## src/core/dncs_pkg.sv

```systemverilog
// Constants, types and helpers shared by the channel-select block.
// Assumes one 25 MHz clock and an APB master with 32-bit data.
package dncs_pkg;

	////////////////////////////////////////////////////////////////////////////
	// Register indices; byte address is four times the index
	localparam logic [11:0] DNCS_IDX_CH_SEL  = 12'h0314;
	localparam logic [11:0] DNCS_IDX_IN_SEL  = 12'h0331;
	localparam logic [11:0] DNCS_IDX_CTRL    = 12'h0334;
	localparam logic [11:0] DNCS_IDX_STATUS  = 12'h0348;

	localparam logic [11:0] DNCS_ADDR_CH_SEL = {DNCS_IDX_CH_SEL[9:0], 2'b00};
	localparam logic [11:0] DNCS_ADDR_IN_SEL = {DNCS_IDX_IN_SEL[9:0], 2'b00};
	localparam logic [11:0] DNCS_ADDR_CTRL   = {DNCS_IDX_CTRL[9:0], 2'b00};
	localparam logic [11:0] DNCS_ADDR_STATUS = {DNCS_IDX_STATUS[9:0], 2'b00};

	////////////////////////////////////////////////////////////////////////////
	// Field positions and reset values
	localparam int unsigned DNCS_BIT_I_SEL   = 0;
	localparam int unsigned DNCS_LSB_MODE    = 4;
	localparam int unsigned DNCS_LSB_INDEX   = 0;
	localparam logic        DNCS_RST_I_SEL   = 1'b1;
	localparam logic [7:0]  DNCS_RST_CTRL    = 8'h00;
	localparam logic [3:0]  DNCS_RST_CH_SEL  = 4'h0;
	localparam logic [3:0]  DNCS_RST_COUNT   = 4'h0;
	localparam logic        DNCS_RST_PIN_PREV = 1'b1;

	////////////////////////////////////////////////////////////////////////////
	// Selection modes
	typedef enum logic [3:0] {
		DNCS_MODE_REG    = 4'h0,
		DNCS_MODE_PINS   = 4'h1,
		DNCS_MODE_EDGE_A = 4'h8,
		DNCS_MODE_EDGE_B = 4'hA
	} dncs_mode_e;

	// Oscillator control register layout
	typedef struct packed {
		logic [3:0] mode;
		logic [3:0] index;
	} dncs_ctrl_s;

	// Undefined mode codes behave like register mode
	function automatic dncs_mode_e dncs_norm_mode(input logic [3:0] raw);
		case (raw)
			4'h1:    dncs_norm_mode = DNCS_MODE_PINS;
			4'h8:    dncs_norm_mode = DNCS_MODE_EDGE_A;
			4'hA:    dncs_norm_mode = DNCS_MODE_EDGE_B;
			default: dncs_norm_mode = DNCS_MODE_REG;
		endcase
	endfunction : dncs_norm_mode

endpackage : dncs_pkg

```

## src/core/dncs_profile_counter.sv

```systemverilog
// Edge-driven oscillator profile counter.
// Assumes select pins already synchronous to clk_i.
module dncs_profile_counter (
	// Clock and reset
	input  wire logic              clk_i,
	input  wire logic              rst_n_i,
	// Control
	input  wire dncs_pkg::dncs_mode_e mode_i,
	input  wire logic [3:0]        limit_i,
	// Select pins
	input  wire logic              pin_a_i,
	input  wire logic              pin_b_i,
	// Counter value
	output logic [3:0]             count_o
);

	////////////////////////////////////////////////////////////////////////////
	// Edge detection
	logic       pin_a_prev_r;
	logic       pin_b_prev_r;
	logic [3:0] count_r;
	logic [3:0] count_nxt;
	wire        rise_a = pin_a_i & ~pin_a_prev_r;
	wire        rise_b = pin_b_i & ~pin_b_prev_r;
	wire        step   = ((mode_i == dncs_pkg::DNCS_MODE_EDGE_A) & rise_a) |
	                     ((mode_i == dncs_pkg::DNCS_MODE_EDGE_B) & rise_b);
	wire        at_top = (count_r >= limit_i);

	assign count_nxt = !step  ? count_r :
	                   at_top ? dncs_pkg::DNCS_RST_COUNT :
	                            4'(count_r + 4'h1);
	assign count_o   = count_r;

	// Previous levels start high so a pin held high at reset is no edge
	always_ff @(posedge clk_i or negedge rst_n_i) begin
		if (!rst_n_i) begin
			pin_a_prev_r <= dncs_pkg::DNCS_RST_PIN_PREV;
			pin_b_prev_r <= dncs_pkg::DNCS_RST_PIN_PREV;
			count_r      <= dncs_pkg::DNCS_RST_COUNT;
		end else begin
			pin_a_prev_r <= pin_a_i;
			pin_b_prev_r <= pin_b_i;
			count_r      <= count_nxt;
		end
	end

	////////////////////////////////////////////////////////////////////////////
	// Checks
	a_edge_a_steps: assert property (@(posedge clk_i) disable iff (!rst_n_i)
		(mode_i == dncs_pkg::DNCS_MODE_EDGE_A) && pin_a_i && !$past(pin_a_i) && (count_r < limit_i)
		|=> count_r == 4'($past(count_r) + 4'h1))
		else $error("counter missed rising edge on pin a");
	a_edge_b_steps: assert property (@(posedge clk_i) disable iff (!rst_n_i)
		(mode_i == dncs_pkg::DNCS_MODE_EDGE_B) && pin_b_i && !pin_b_prev_r && (count_r < limit_i)
		|=> count_r == 4'($past(count_r) + 4'h1))
		else $error("counter missed rising edge on pin b");
	a_count_wraps: assert property (@(posedge clk_i) disable iff (!rst_n_i)
		step && (count_r >= limit_i) |=> count_r == 4'h0)
		else $error("counter did not wrap at limit");
	a_count_holds: assert property (@(posedge clk_i) disable iff (!rst_n_i)
		!step |=> $stable(count_r))
		else $error("counter moved without an edge");

endmodule : dncs_profile_counter

```

## src/core/dncs_top.sv

```systemverilog
// Channel and oscillator profile selection for the second downconverter.
// Assumes an APB master on clk_i and select pins synchronous to clk_i.
//
// Overview of operation
// - I input bit: 0 channel A, 1 B, resets set
// - Control: mode bits 7:4, index bits 3:0, zero
// - Mode zero: profile from channel-select register field
// - Mode one: profile is 00, pin b, pin a
// - Mode 1000: count rising edges of pin a
// - Mode 1010: count rising edges of pin b
// - Edge counter wraps to zero after index value
// - Index value N is the edge counter limit, 0 to 15
module dncs_top #(
	parameter int unsigned ADDR_W = 12
) (
	// Clock and reset
	input  wire logic              clk_i,
	input  wire logic              rst_n_i,
	// APB slave
	input  wire logic              psel_i,
	input  wire logic              penable_i,
	input  wire logic              pwrite_i,
	input  wire logic [ADDR_W-1:0] paddr_i,
	input  wire logic [31:0]       pwdata_i,
	input  wire logic [3:0]        pstrb_i,
	output logic [31:0]            prdata_o,
	output logic                   pready_o,
	output logic                   pslverr_o,
	// Select pins
	input  wire logic              profile_pin_a_i,
	input  wire logic              profile_pin_b_i,
	// Downconverter controls
	output logic                   i_input_sel_o,
	output logic [3:0]             active_profile_o
);

	////////////////////////////////////////////////////////////////////////////
	// Registers
	logic                 i_sel_r;
	dncs_pkg::dncs_ctrl_s ctrl_r;
	logic [3:0]           ch_sel_r;
	logic [3:0]           profile_r;
	logic [3:0]           profile_nxt;
	logic [31:0]          prdata_r;
	logic [31:0]          prdata_nxt;
	logic                 err_r;
	logic [3:0]           count;

	////////////////////////////////////////////////////////////////////////////
	// Address decode
	wire [11:0] addr      = 12'(paddr_i);
	wire        hit_ch    = (addr == dncs_pkg::DNCS_ADDR_CH_SEL);
	wire        hit_in    = (addr == dncs_pkg::DNCS_ADDR_IN_SEL);
	wire        hit_ctrl  = (addr == dncs_pkg::DNCS_ADDR_CTRL);
	wire        hit_stat  = (addr == dncs_pkg::DNCS_ADDR_STATUS);
	wire        mapped    = hit_ch | hit_in | hit_ctrl | hit_stat;
	wire        setup     = psel_i & ~penable_i;
	wire        access    = psel_i & penable_i;
	wire        wr_ok     = access & pwrite_i & ~err_r & pstrb_i[0];
	wire        wr_ch     = wr_ok & hit_ch;
	wire        wr_in     = wr_ok & hit_in;
	wire        wr_ctrl   = wr_ok & hit_ctrl;

	////////////////////////////////////////////////////////////////////////////
	// Read data, captured in the setup phase
	wire [31:0] rd_ch     = {28'h000_0000, ch_sel_r};
	wire [31:0] rd_in     = {31'h0000_0000, i_sel_r};
	wire [31:0] rd_ctrl   = {24'h00_0000, ctrl_r};
	wire [31:0] rd_stat   = {24'h00_0000, count, profile_r};

	assign prdata_nxt = hit_ch   ? rd_ch   :
	                    hit_in   ? rd_in   :
	                    hit_ctrl ? rd_ctrl :
	                    hit_stat ? rd_stat :
	                               32'h0000_0000;

	assign pready_o  = 1'b1;
	assign pslverr_o = access & err_r;
	assign prdata_o  = prdata_r;

	always_ff @(posedge clk_i or negedge rst_n_i) begin
		if (!rst_n_i) begin
			prdata_r <= 32'h0000_0000;
			err_r    <= 1'b0;
		end else if (setup) begin
			prdata_r <= pwrite_i ? 32'h0000_0000 : prdata_nxt;
			err_r    <= ~mapped;
		end
	end

	////////////////////////////////////////////////////////////////////////////
	// Software registers
	always_ff @(posedge clk_i or negedge rst_n_i) begin
		if (!rst_n_i) begin
			i_sel_r <= dncs_pkg::DNCS_RST_I_SEL;
		end else if (wr_in) begin
			i_sel_r <= pwdata_i[dncs_pkg::DNCS_BIT_I_SEL];
		end
	end

	always_ff @(posedge clk_i or negedge rst_n_i) begin
		if (!rst_n_i) begin
			ctrl_r <= dncs_pkg::DNCS_RST_CTRL;
		end else if (wr_ctrl) begin
			ctrl_r.mode  <= pwdata_i[dncs_pkg::DNCS_LSB_MODE +: 4];
			ctrl_r.index <= pwdata_i[dncs_pkg::DNCS_LSB_INDEX +: 4];
		end
	end

	always_ff @(posedge clk_i or negedge rst_n_i) begin
		if (!rst_n_i) begin
			ch_sel_r <= dncs_pkg::DNCS_RST_CH_SEL;
		end else if (wr_ch) begin
			ch_sel_r <= pwdata_i[3:0];
		end
	end

	// Channel A when clear, channel B when set
	assign i_input_sel_o = i_sel_r;

	////////////////////////////////////////////////////////////////////////////
	// Profile selection
	wire dncs_pkg::dncs_mode_e mode = dncs_pkg::dncs_norm_mode(ctrl_r.mode);

	dncs_profile_counter u_counter (
		.clk_i   (clk_i),
		.rst_n_i (rst_n_i),
		.mode_i  (mode),
		.limit_i (ctrl_r.index),
		.pin_a_i (profile_pin_a_i),
		.pin_b_i (profile_pin_b_i),
		.count_o (count)
	);

	always_comb begin
		case (mode)
			dncs_pkg::DNCS_MODE_REG:    profile_nxt = ch_sel_r;
			dncs_pkg::DNCS_MODE_PINS:   profile_nxt = {2'b00, profile_pin_b_i,
			                                           profile_pin_a_i};
			dncs_pkg::DNCS_MODE_EDGE_A: profile_nxt = count;
			dncs_pkg::DNCS_MODE_EDGE_B: profile_nxt = count;
			default:                    profile_nxt = ch_sel_r;
		endcase
	end

	always_ff @(posedge clk_i or negedge rst_n_i) begin
		if (!rst_n_i) begin
			profile_r <= 4'h0;
		end else begin
			profile_r <= profile_nxt;
		end
	end

	// Binary value N on the bus is profile N
	assign active_profile_o = profile_r;

	////////////////////////////////////////////////////////////////////////////
	// Checks
	a_in_sel_write: assert property (@(posedge clk_i) disable iff (!rst_n_i)
		psel_i && penable_i && pwrite_i && pstrb_i[0] && hit_in
		|=> i_input_sel_o == $past(pwdata_i[0]))
		else $error("input select did not take written value");

	a_ctrl_write: assert property (@(posedge clk_i) disable iff (!rst_n_i)
		psel_i && penable_i && pwrite_i && pstrb_i[0] && hit_ctrl
		|=> ctrl_r == $past(pwdata_i[7:0]))
		else $error("control register did not take written fields");

	a_mode_reg_path: assert property (@(posedge clk_i) disable iff (!rst_n_i)
		(ctrl_r.mode == 4'h0) && $stable(ctrl_r) && $stable(ch_sel_r)
		|=> active_profile_o == $past(ch_sel_r))
		else $error("register mode profile mismatch");

	a_mode_pin_path: assert property (@(posedge clk_i) disable iff (!rst_n_i)
		ctrl_r.mode == 4'h1
		|=> active_profile_o == {2'b00, $past(profile_pin_b_i), $past(profile_pin_a_i)})
		else $error("pin mode profile mismatch");

	a_edge_path: assert property (@(posedge clk_i) disable iff (!rst_n_i)
		(ctrl_r.mode == 4'h8) || (ctrl_r.mode == 4'hA)
		|=> active_profile_o == $past(count))
		else $error("edge mode profile not taken from counter");

	a_bad_mode_reg: assert property (@(posedge clk_i) disable iff (!rst_n_i)
		!(ctrl_r.mode inside {4'h0, 4'h1, 4'h8, 4'hA})
		|=> active_profile_o == $past(ch_sel_r))
		else $error("undefined mode did not fall back to register");

	a_unmapped_error: assert property (@(posedge clk_i) disable iff (!rst_n_i)
		psel_i && !penable_i && !mapped ##1 psel_i && penable_i
		|-> pslverr_o && pready_o)
		else $error("unmapped access did not answer with an error");

	a_read_status: assert property (@(posedge clk_i) disable iff (!rst_n_i)
		psel_i && !penable_i && !pwrite_i && hit_stat
		|=> prdata_o[3:0] == $past(profile_r))
		else $error("status read does not show active profile");

endmodule : dncs_top

```

## config.mk

```make
export PLATFORM = sky130hd
export DESIGN_NAME = dncs_top
export DESIGN_NICKNAME = d
export VERILOG_FILES = /design/src/core/dncs_pkg.sv /design/src/core/dncs_profile_counter.sv /design/src/core/dncs_top.sv
export SDC_FILE = /design/constraint.sdc
export NUM_CORES = 1
export LEC_CHECK = 0
export ABC_CLOCK_PERIOD_IN_PS = 2700
export BUFFER_PORTS_ARGS = -buffer_cell sky130_fd_sc_hd__buf_2
export CAP_MARGIN = 20
export CELL_PAD_IN_SITES_DETAIL_PLACEMENT = 0
export CELL_PAD_IN_SITES_GLOBAL_PLACEMENT = 1
export CORE_ASPECT_RATIO = 0.7
export CORE_MARGIN = 2
export CORE_UTILIZATION = 33
export CTS_CLUSTER_DIAMETER = 100
export DETAILED_ROUTE_END_ITERATION = 10
export PLACE_DENSITY_LB_ADDON = 0.1
export REMOVE_ABC_BUFFERS = 1
export SYNTH_ARGS = -nofsm -noshare
export SYNTH_HDL_FRONTEND = slang
export SYNTH_SLANG_ARGS = --single-unit
```

## constraint.sdc

```tcl
create_clock -name clk_i -period 2.7 [get_ports clk_i]
set_clock_uncertainty 0.15 [all_clocks]
set_input_delay 0.81 -clock clk_i [delete_from_list [all_inputs] [get_ports clk_i]]
set_output_delay 0.81 -clock clk_i [all_outputs]
set_load 0.005 [all_outputs]
```

; After elaboration in Yosys (flattened, before gate mapping)
; Index checks and enable logic that the tools add are counted.
[op_classes]
addsub = 1
n_mul = 0
div = 0
order_cmp = 1
n_eq_ne = 10
n_shift = 0
muxes = 8
n_bitwise = 22
n_reduce_logical = 1
[ops]
columns = operator, count
row1 = == test 12 bit (second input constant), 4
row2 = two-way mux 8 bit, 5
row3 = == test 4 bit (second input constant), 4
row4 = AND 1 bit, 13
row5 = case mux 4 bit (3 select lines), 1
row6 = == test 4 x 1 -> 1 bit (second input constant), 2
row7 = case mux 4 bit (2 select lines), 1
row8 = NOT 1 bit, 5
row9 = adder 4 x 1 -> 4 bit (second input constant), 1
row10 = >= comparator 4 bit, 1
row11 = two-way mux 4 bit, 1
row12 = OR 1 bit, 4
row13 = OR reduction 2 bit, 1
[totals]
reg_bits = 56
latch_bits = 0
mem_bits_rw = 0
rom_bits = 0
input_bits = 55
n_memories = 0

; Depth between registers and ports, before layout
; Gate-level depths: netlist of the first run.
[depth]
word_depth = 6
ltp_mapped = 7

; Modules after synthesis
; A second synthesis of the first run with hierarchy kept.
[unflattened]
cells_unflattened = 171
area_unflattened_um2 = 1854.3
[modules_own_cells]
columns = mod, instances, cells_per_inst, area_each_um2
row1 = dncs_top, 1, 133, 1450.1
row2 = dncs_profile_counter, 1, 38, 404.1

; Least setup slack after synthesis of the first run
; OpenSTA, ideal clock, no wires.
[synth_path]
kind = input-to-reg
start = input port paddr_i[8]
end = register ch_sel_r[0]
t_arrival_ns = 2.239
required_ns = 2.425
slack_ns = 0.186
cell_stages = 5
path_cell_list = or3b_2 -> nor4_4 -> nand2_1 -> nor2_2 -> mux2_2
[synth_between]
elab_chain_len = 2
[synth_lines]
columns = element, line_no
row1 = "start, declared", dncs_top.sv:23  ; input wire logic [ADDR_W-1:0] paddr_i,
row2 = == test 12 bit, dncs_top.sv:52  ; wire hit_ch = (addr == dncs_pkg::DNCS_ADDR_CH_SEL);
row3 = AND 1 bit, dncs_top.sv:60  ; wire wr_ch = wr_ok & hit_ch;
row4 = "end signal, assigned", dncs_top.sv:112  ; ch_sel_r <= dncs_pkg::DNCS_RST_CH_SEL;
row5 = "end signal, assigned", dncs_top.sv:114  ; ch_sel_r <= pwdata_i[3:0];
row6 = "end, declared", dncs_top.sv:41  ; logic [3:0] ch_sel_r;
; No other way between the ends.
; A chain may end at the register's enable or synchronous reset.

; Worst setup path in the final report of the first run
[layout_path]
start = input port paddr_i[8]
end = register ch_sel_r[3]
; The elaborated chain is that of the path after synthesis.

==> impl_metrics.csv, run 1 <==
group,metric,value,unit
critical_path,worst-endpoint-arrival,2.53,ns
critical_path,r2r_start,"u_counter.count_o[0]$_DFFE_PN0P_",
cts,cts_buffers,5,
synthesis,synth_warnings,0,
sta,worst_pin_slew,0.743,ns
critical_path,critPathLaunch,"paddr_i[8]",
floorplan,fp.dieH,66.0,um
cts,cts_max_path_buffers,2,
sta,setup_viol,0,
sta,slew_violations,0,
cts,hold_buffers,0,
sta,tns,0,ns
min_path,hold_end,"prdata_o[6]$_DFFE_PN0P_",
drt,vias,1382,
drt,drtIter0Drc,64,
floorplan,die_w,92.6,um
critical_path,r2r_slack,0.59,ns
global_routing,grt_pass1_vias,1352,
place,placed_area,2060,sq um
global_routing,grt_max_degree,33,
cts,cts_tree,"yes",
drt,drc,0,
finish,n_antenna_cell,0,
finish,fin_nets,286,
place,place_congestion,0.704,
critical_path,critPathLaunchType,"primary input",
min_path,worstHoldStart,"prdata_o[6]$_DFFE_PN0P_",
critical_path,cp_data_required_time,2.70,ns
synthesis,yosysSeqAreaShare,0.444,
drt,detail_route.first_pass.iterations,4,
place,io_buffers,41,
synthesis,syn_inst,174,
synthesis,syn_avg_cell_area,10.4,sq um
synthesis,syn-cell-area,1810,sq um
drt,avgViaCountPerCell,4.62,
min_path,hp-class,"flip-flop to flip-flop",
critical_path,critPathMaxFanout,4,
cts,cts.sinks,32,
power,ir_drop,0.185,mV
drt,wirelength,4.10,mm
sta,max_freq,396,MHz
synthesis,ys.flop_type,"dfrtp_1",
synthesis,ys_seq_elements,32,
sta,relSlewSlack,0.505,
place,dp_hpwl,3.17,mm
finish,nFillCells,534,
min_path,holdPathStages,2,
critical_path,crit_type,"primary input to flip-flop",
sta,timing.hold.ws,0.315,ns
cts,cts_setup_buffers,0,
sta,rsz0062_at_grt,"false",
finish,syn2layout_area_growth,18.5,%
cts,h-tree-depth,2,
cts,clockRootBuffer,"clkbuf_8",
global_routing,grt_overflow,0,
floorplan,rows,22,
floorplan,core-area,5260,sq um
cts,post_cts_resized,0,
outcome,status,"finished clean",
sta,post-route-min-period,2.53,ns
critical_path,reg2reg_to,"u_counter.count_o[0]$_DFFE_PN0P_",
finish,mostFrequentLayoutCell,"buf_2",
finish,fin_cells,299,
floorplan,start_util,0.345,
run,max_cap_viol_count,0,
floorplan,io_pins,94,
synthesis,async_flop_share,1.00,
power,leakage,1.11,nW
cts,clk_latency,0.27,ns
drt,antenna_left,0,
finish,final_cell_mix,"buf_2, dfrtp_1, conb_1",
sta,fin_crit_sh,0.936,
critical_path,endpoint_kind,"flip-flop",
global_routing,antenna_found_initial,0,
global_routing,track_usage,0.144,
global_routing,grt_pass1_wl,6.80,mm
cts,clk_pin_slew,0.06,ns
sta,finalHoldViolCount,0,
power,power_density,439,nW/um^2
synthesis,synth_edf_count,0,
floorplan,dieArea,6110,sq um
critical_path,rr_worst_depth,7,
drt,wire_per_inst,13.7,um
finish,drive_gt1_frac,0.366,
place,placed_cells,291,
synthesis,synth.distinct_cells,41,
finish,design_area,2150,sq um
## how the worst max path moves through the flow
stage                              end  cells after the start
4_1_cts        ch_sel_r[3]$_DFFE_PN0P_                      6
3_5_place_dp   ch_sel_r[3]$_DFFE_PN0P_                      6
6_report       ch_sel_r[3]$_DFFE_PN0P_                      6
5_1_grt        ch_sel_r[3]$_DFFE_PN0P_                      6
2_1_floorplan  ch_sel_r[0]$_DFFE_PN0P_                      5
3_3_place_gp   ch_sel_r[1]$_DFFE_PN0P_                      6
## sequential cells by signal (all words and copies together), names as in the netlist
signal / count
err_r: 1
ch_sel_r: 4
prdata_o: 8
active_profile_o: 4
u_counter.count_o: 4
u_counter.pin_b_prev_r: 1
ctrl_r: 8
u_counter.pin_a_prev_r: 1
i_input_sel_o: 1
## power by group
part	switching (W)	internal, W
clock	0.000166	0.000208
sequential	0.00000354	0.000488
combinational	0.0000476	0.0000306
total	0.000217	0.000726
## cells by family (layout without fill, tap and decap cells)
logic type,Yosys count,count (layout),synth area share
and+or+nand+nor,58,58,0.182
buffers and inverters,33,63,0.121
DFF,32,32,0.444
AOI/OAI and AO/OA,27,27,0.109
muxes,17,17,0.106
adders and majority gates,5,5,0.0345
other,2,25,0.00414
## critical path: stages
cell and delay, ns:
buf_2 0.10, or3b_2 0.50, nor4_4 0.38, nand2_1 0.12
nor2_2 0.25, mux2_2 0.38
## Yosys cell counts (2+ instances only)
master	n	area share
a221oi_1	3	0.014
o21ai_0	2	0.0055
a22oi_1	6	0.025
a22o_1	4	0.019
conb_1	2	0.0041
a21oi_1	6	0.017
dfrtp_1	29	0.40
nand2_1	22	0.046
nand2b_1	3	0.010
nor2_1	9	0.019
ha_1	5	0.035
inv_1	6	0.012
nor3_1	4	0.011
dfstp_2	3	0.043
mux2_2	17	0.11
nor4_1	2	0.0069
nand3_1	2	0.0055
nor4_4	2	0.023
buf_4	25	0.10
## layout make-up
class                      count  area, sq um  area share
multi-input combinational    132          876       0.408
timing repair buffer          49          265       0.123
clock buffer                   8         90.1      0.0419
tap                           72         90.1      0.0419
inverter                       6         22.5      0.0105
sequential                    32          805       0.374
## per-layer routing
| metal | part of all wire | GRT usage | routed length [um] |
|---|---|---|---|
| met5 | 0 | 0 | 0 |
| met4 | 0 | 0.0317 | 0 |
| met3 | 0.057 | 0.0365 | 234 |
| met2 | 0.44 | 0.219 | 1790 |
| met1 | 0.51 | 0.206 | 2070 |
## through the flow
| stage | power, W | setup slack, ns | util |
|---|---|---|---|
| after global placement | 0.000577 | -0.0651 | 0.391 |
| after global routing | 0.000993 | 0.106 | 0.409 |
| after CTS | 0.000959 | 0.182 | 0.409 |
| after floorplan | 0.000529 | 0.186 | - |
| final | 0.000943 | 0.173 | 0.409 |
| after detailed placement | 0.000579 | -0.110 | 0.391 |
(Power assumes the default switching activity.)
==> run 2, diff against run 1 <==
--- a/config.mk
+++ b/config.mk
@@ -5,7 +5,7 @@
 export SDC_FILE = /design/constraint.sdc
 export NUM_CORES = 1
 export LEC_CHECK = 0
-export ABC_CLOCK_PERIOD_IN_PS = 2700
+export ABC_CLOCK_PERIOD_IN_PS = 2500
 export BUFFER_PORTS_ARGS = -buffer_cell sky130_fd_sc_hd__buf_2
 export CAP_MARGIN = 20
 export CELL_PAD_IN_SITES_DETAIL_PLACEMENT = 0
==> constraint.sdc (replaced) <==
create_clock -name clk_i -period 2.5 [get_ports clk_i]
set_clock_uncertainty 0.15 [all_clocks]
set_input_delay 0.75 -clock clk_i [delete_from_list [all_inputs] [get_ports clk_i]]
set_output_delay 0.75 -clock clk_i [all_outputs]
set_load 0.005 [all_outputs]
==> impl_metrics.csv, run 2 (synthesis results as in run 1) <==
group,metric,value,unit
drt,vias,1390,
place,placed_area,2080,sq um
drt,avgViaCountPerCell,4.60,
outcome,status,"finished clean",
place,pre_cts_slack,-0.219,ns
floorplan,io_pins,94,
critical_path,worst-endpoint-arrival,2.40,ns
sta,timing.hold.ws,0.320,ns
critical_path,r2r_slack,0.41,ns
cts,cts_setup_buffers,0,
min_path,hp-class,"flip-flop to flip-flop",
cts,clk_latency,0.28,ns
global_routing,grt_max_degree,33,
cts,cts_buffers,5,
cts,cts_tree,"yes",
floorplan,rows,22,
sta,finalWorstSetupSlack,0.113,ns
place,dp_hpwl,3.14,mm
global_routing,grt_overflow,0,
finish,final_cell_mix,"buf_2, dfrtp_1, conb_1",
place,io_buffers,41,
critical_path,endpoint_kind,"flip-flop",
floorplan,core-area,5260,sq um
critical_path,cp_data_required_time,2.51,ns
drt,wire_per_inst,13.4,um
critical_path,crit_type,"primary input to flip-flop",
finish,design_area,2210,sq um
drt,wirelength,4.05,mm
sta,tns,0,ns
finish,multiInputGateArea,881,sq um
power,total_power,0.00116,W
sta,worst_pin_slew,0.709,ns
cts,clk_pin_slew,0.07,ns
cts,h-tree-depth,2,
global_routing,grt_pass1_vias,1370,
power,leakage,1.14,nW
cts,clockRootBuffer,"clkbuf_8",
global_routing,antenna_found_initial,0,
power,power_density,523,nW/um^2
cts,cts_max_path_buffers,2,
sta,relSlewSlack,0.528,
finish,regArea,805,sq um
floorplan,start_util,0.345,
floorplan,dieArea,6110,sq um
cts,cts.sinks,32,
drt,drtIter0Drc,41,
sta,finalHoldViolCount,0,
finish,n_antenna_cell,0,
power,ir_drop,0.250,mV
sta,max_freq,419,MHz
sta,slew_violations,0,
drt,detail_route.first_pass.iterations,4,
critical_path,critPathLaunchType,"primary input",
finish,drive_gt1_frac,0.383,
sta,fin_crit_sh,0.955,
drt,drc,0,
global_routing,track_usage,0.144,
floorplan,fp.dieH,66.0,um
drt,antenna_left,0,
sta,setup_viol,0,
floorplan,die_w,92.6,um
critical_path,critPathMaxFanout,4,
finish,syn2layout_area_growth,22.0,%
place,place_congestion,0.726,
global_routing,grt_pass1_wl,6.64,mm
sta,rsz0062_at_grt,"false",
run,max_cap_viol_count,0,
sta,post-route-min-period,2.39,ns
finish,nFillCells,511,
finish,mostFrequentLayoutCell,"buf_2",
finish,fin_nets,289,
## run 2: repair_timing
action / 4_1_cts / 5_1_grt
resized for setup: 0 / 1
hold buffers: 0 / 0
endpoints found under the setup margin: 0 / 2
## run 2: worst paths after layout
kind | depth (start not counted) | start | end
worst max-delay path | 6 | paddr_i[8] | ch_sel_r[3]$_DFFE_PN0P_
worst min-delay path | 2 | prdata_o[6]$_DFFE_PN0P_ | prdata_o[6]$_DFFE_PN0P_
worst max register to register | 7 | u_counter.count_o[0]$_DFFE_PN0P_ | u_counter.count_o[3]$_DFFE_PN0P_
worst min register to register | 2 | prdata_o[6]$_DFFE_PN0P_ | prdata_o[6]$_DFFE_PN0P_
max in group asynchronous | 1 | rst_n_i | ch_sel_r[3]$_DFFE_PN0P_
min in group asynchronous | 1 | rst_n_i | ctrl_r[6]$_DFFE_PN0P_
## run 2: worst max-delay path, cell delays in order
cell	delay [ns]
buf_2	0.10
or3b_2	0.50
nor4_4	0.35
nand2_1	0.15
nor2_4	0.19
mux2_2	0.35
## run 2: area by class of cell
type | instances | area share
repair buffers | 52 | 0.130
well taps | 72 | 0.0407
inverters | 6 | 0.0102
clock inverters | 1 | 0.0136
flip-flops and latches | 32 | 0.364
clock buffers | 7 | 0.0436
multi-input cells | 132 | 0.398
## run 2: routing by layer
| metal | vias up | wire length, um | GRT usage |
|---|---|---|---|
| met5 | - | 0 | 0 |
| li1 | 678 | - | - |
| met2 | 51 | 1750 | 0.221 |
| met4 | 0 | 24 | 0.0560 |
| met1 | 659 | 2030 | 0.194 |
| met3 | 2 | 253 | 0.0399 |
## run 2: power by group
part	internal, W	switching [W]
clock network	0.000352	0.000188
registers	0.000527	0.00000414
logic	0.0000350	0.0000520
total	0.000913	0.000244
## run 2: through the flow
stage / util / std cells
3_3_place_gp: 0.396 / 294
2_1_floorplan: - / 170
5_1_grt: 0.421 / 302
3_5_place_dp: 0.396 / 294
4_1_cts: 0.420 / 302
6_report: 0.421 / 302
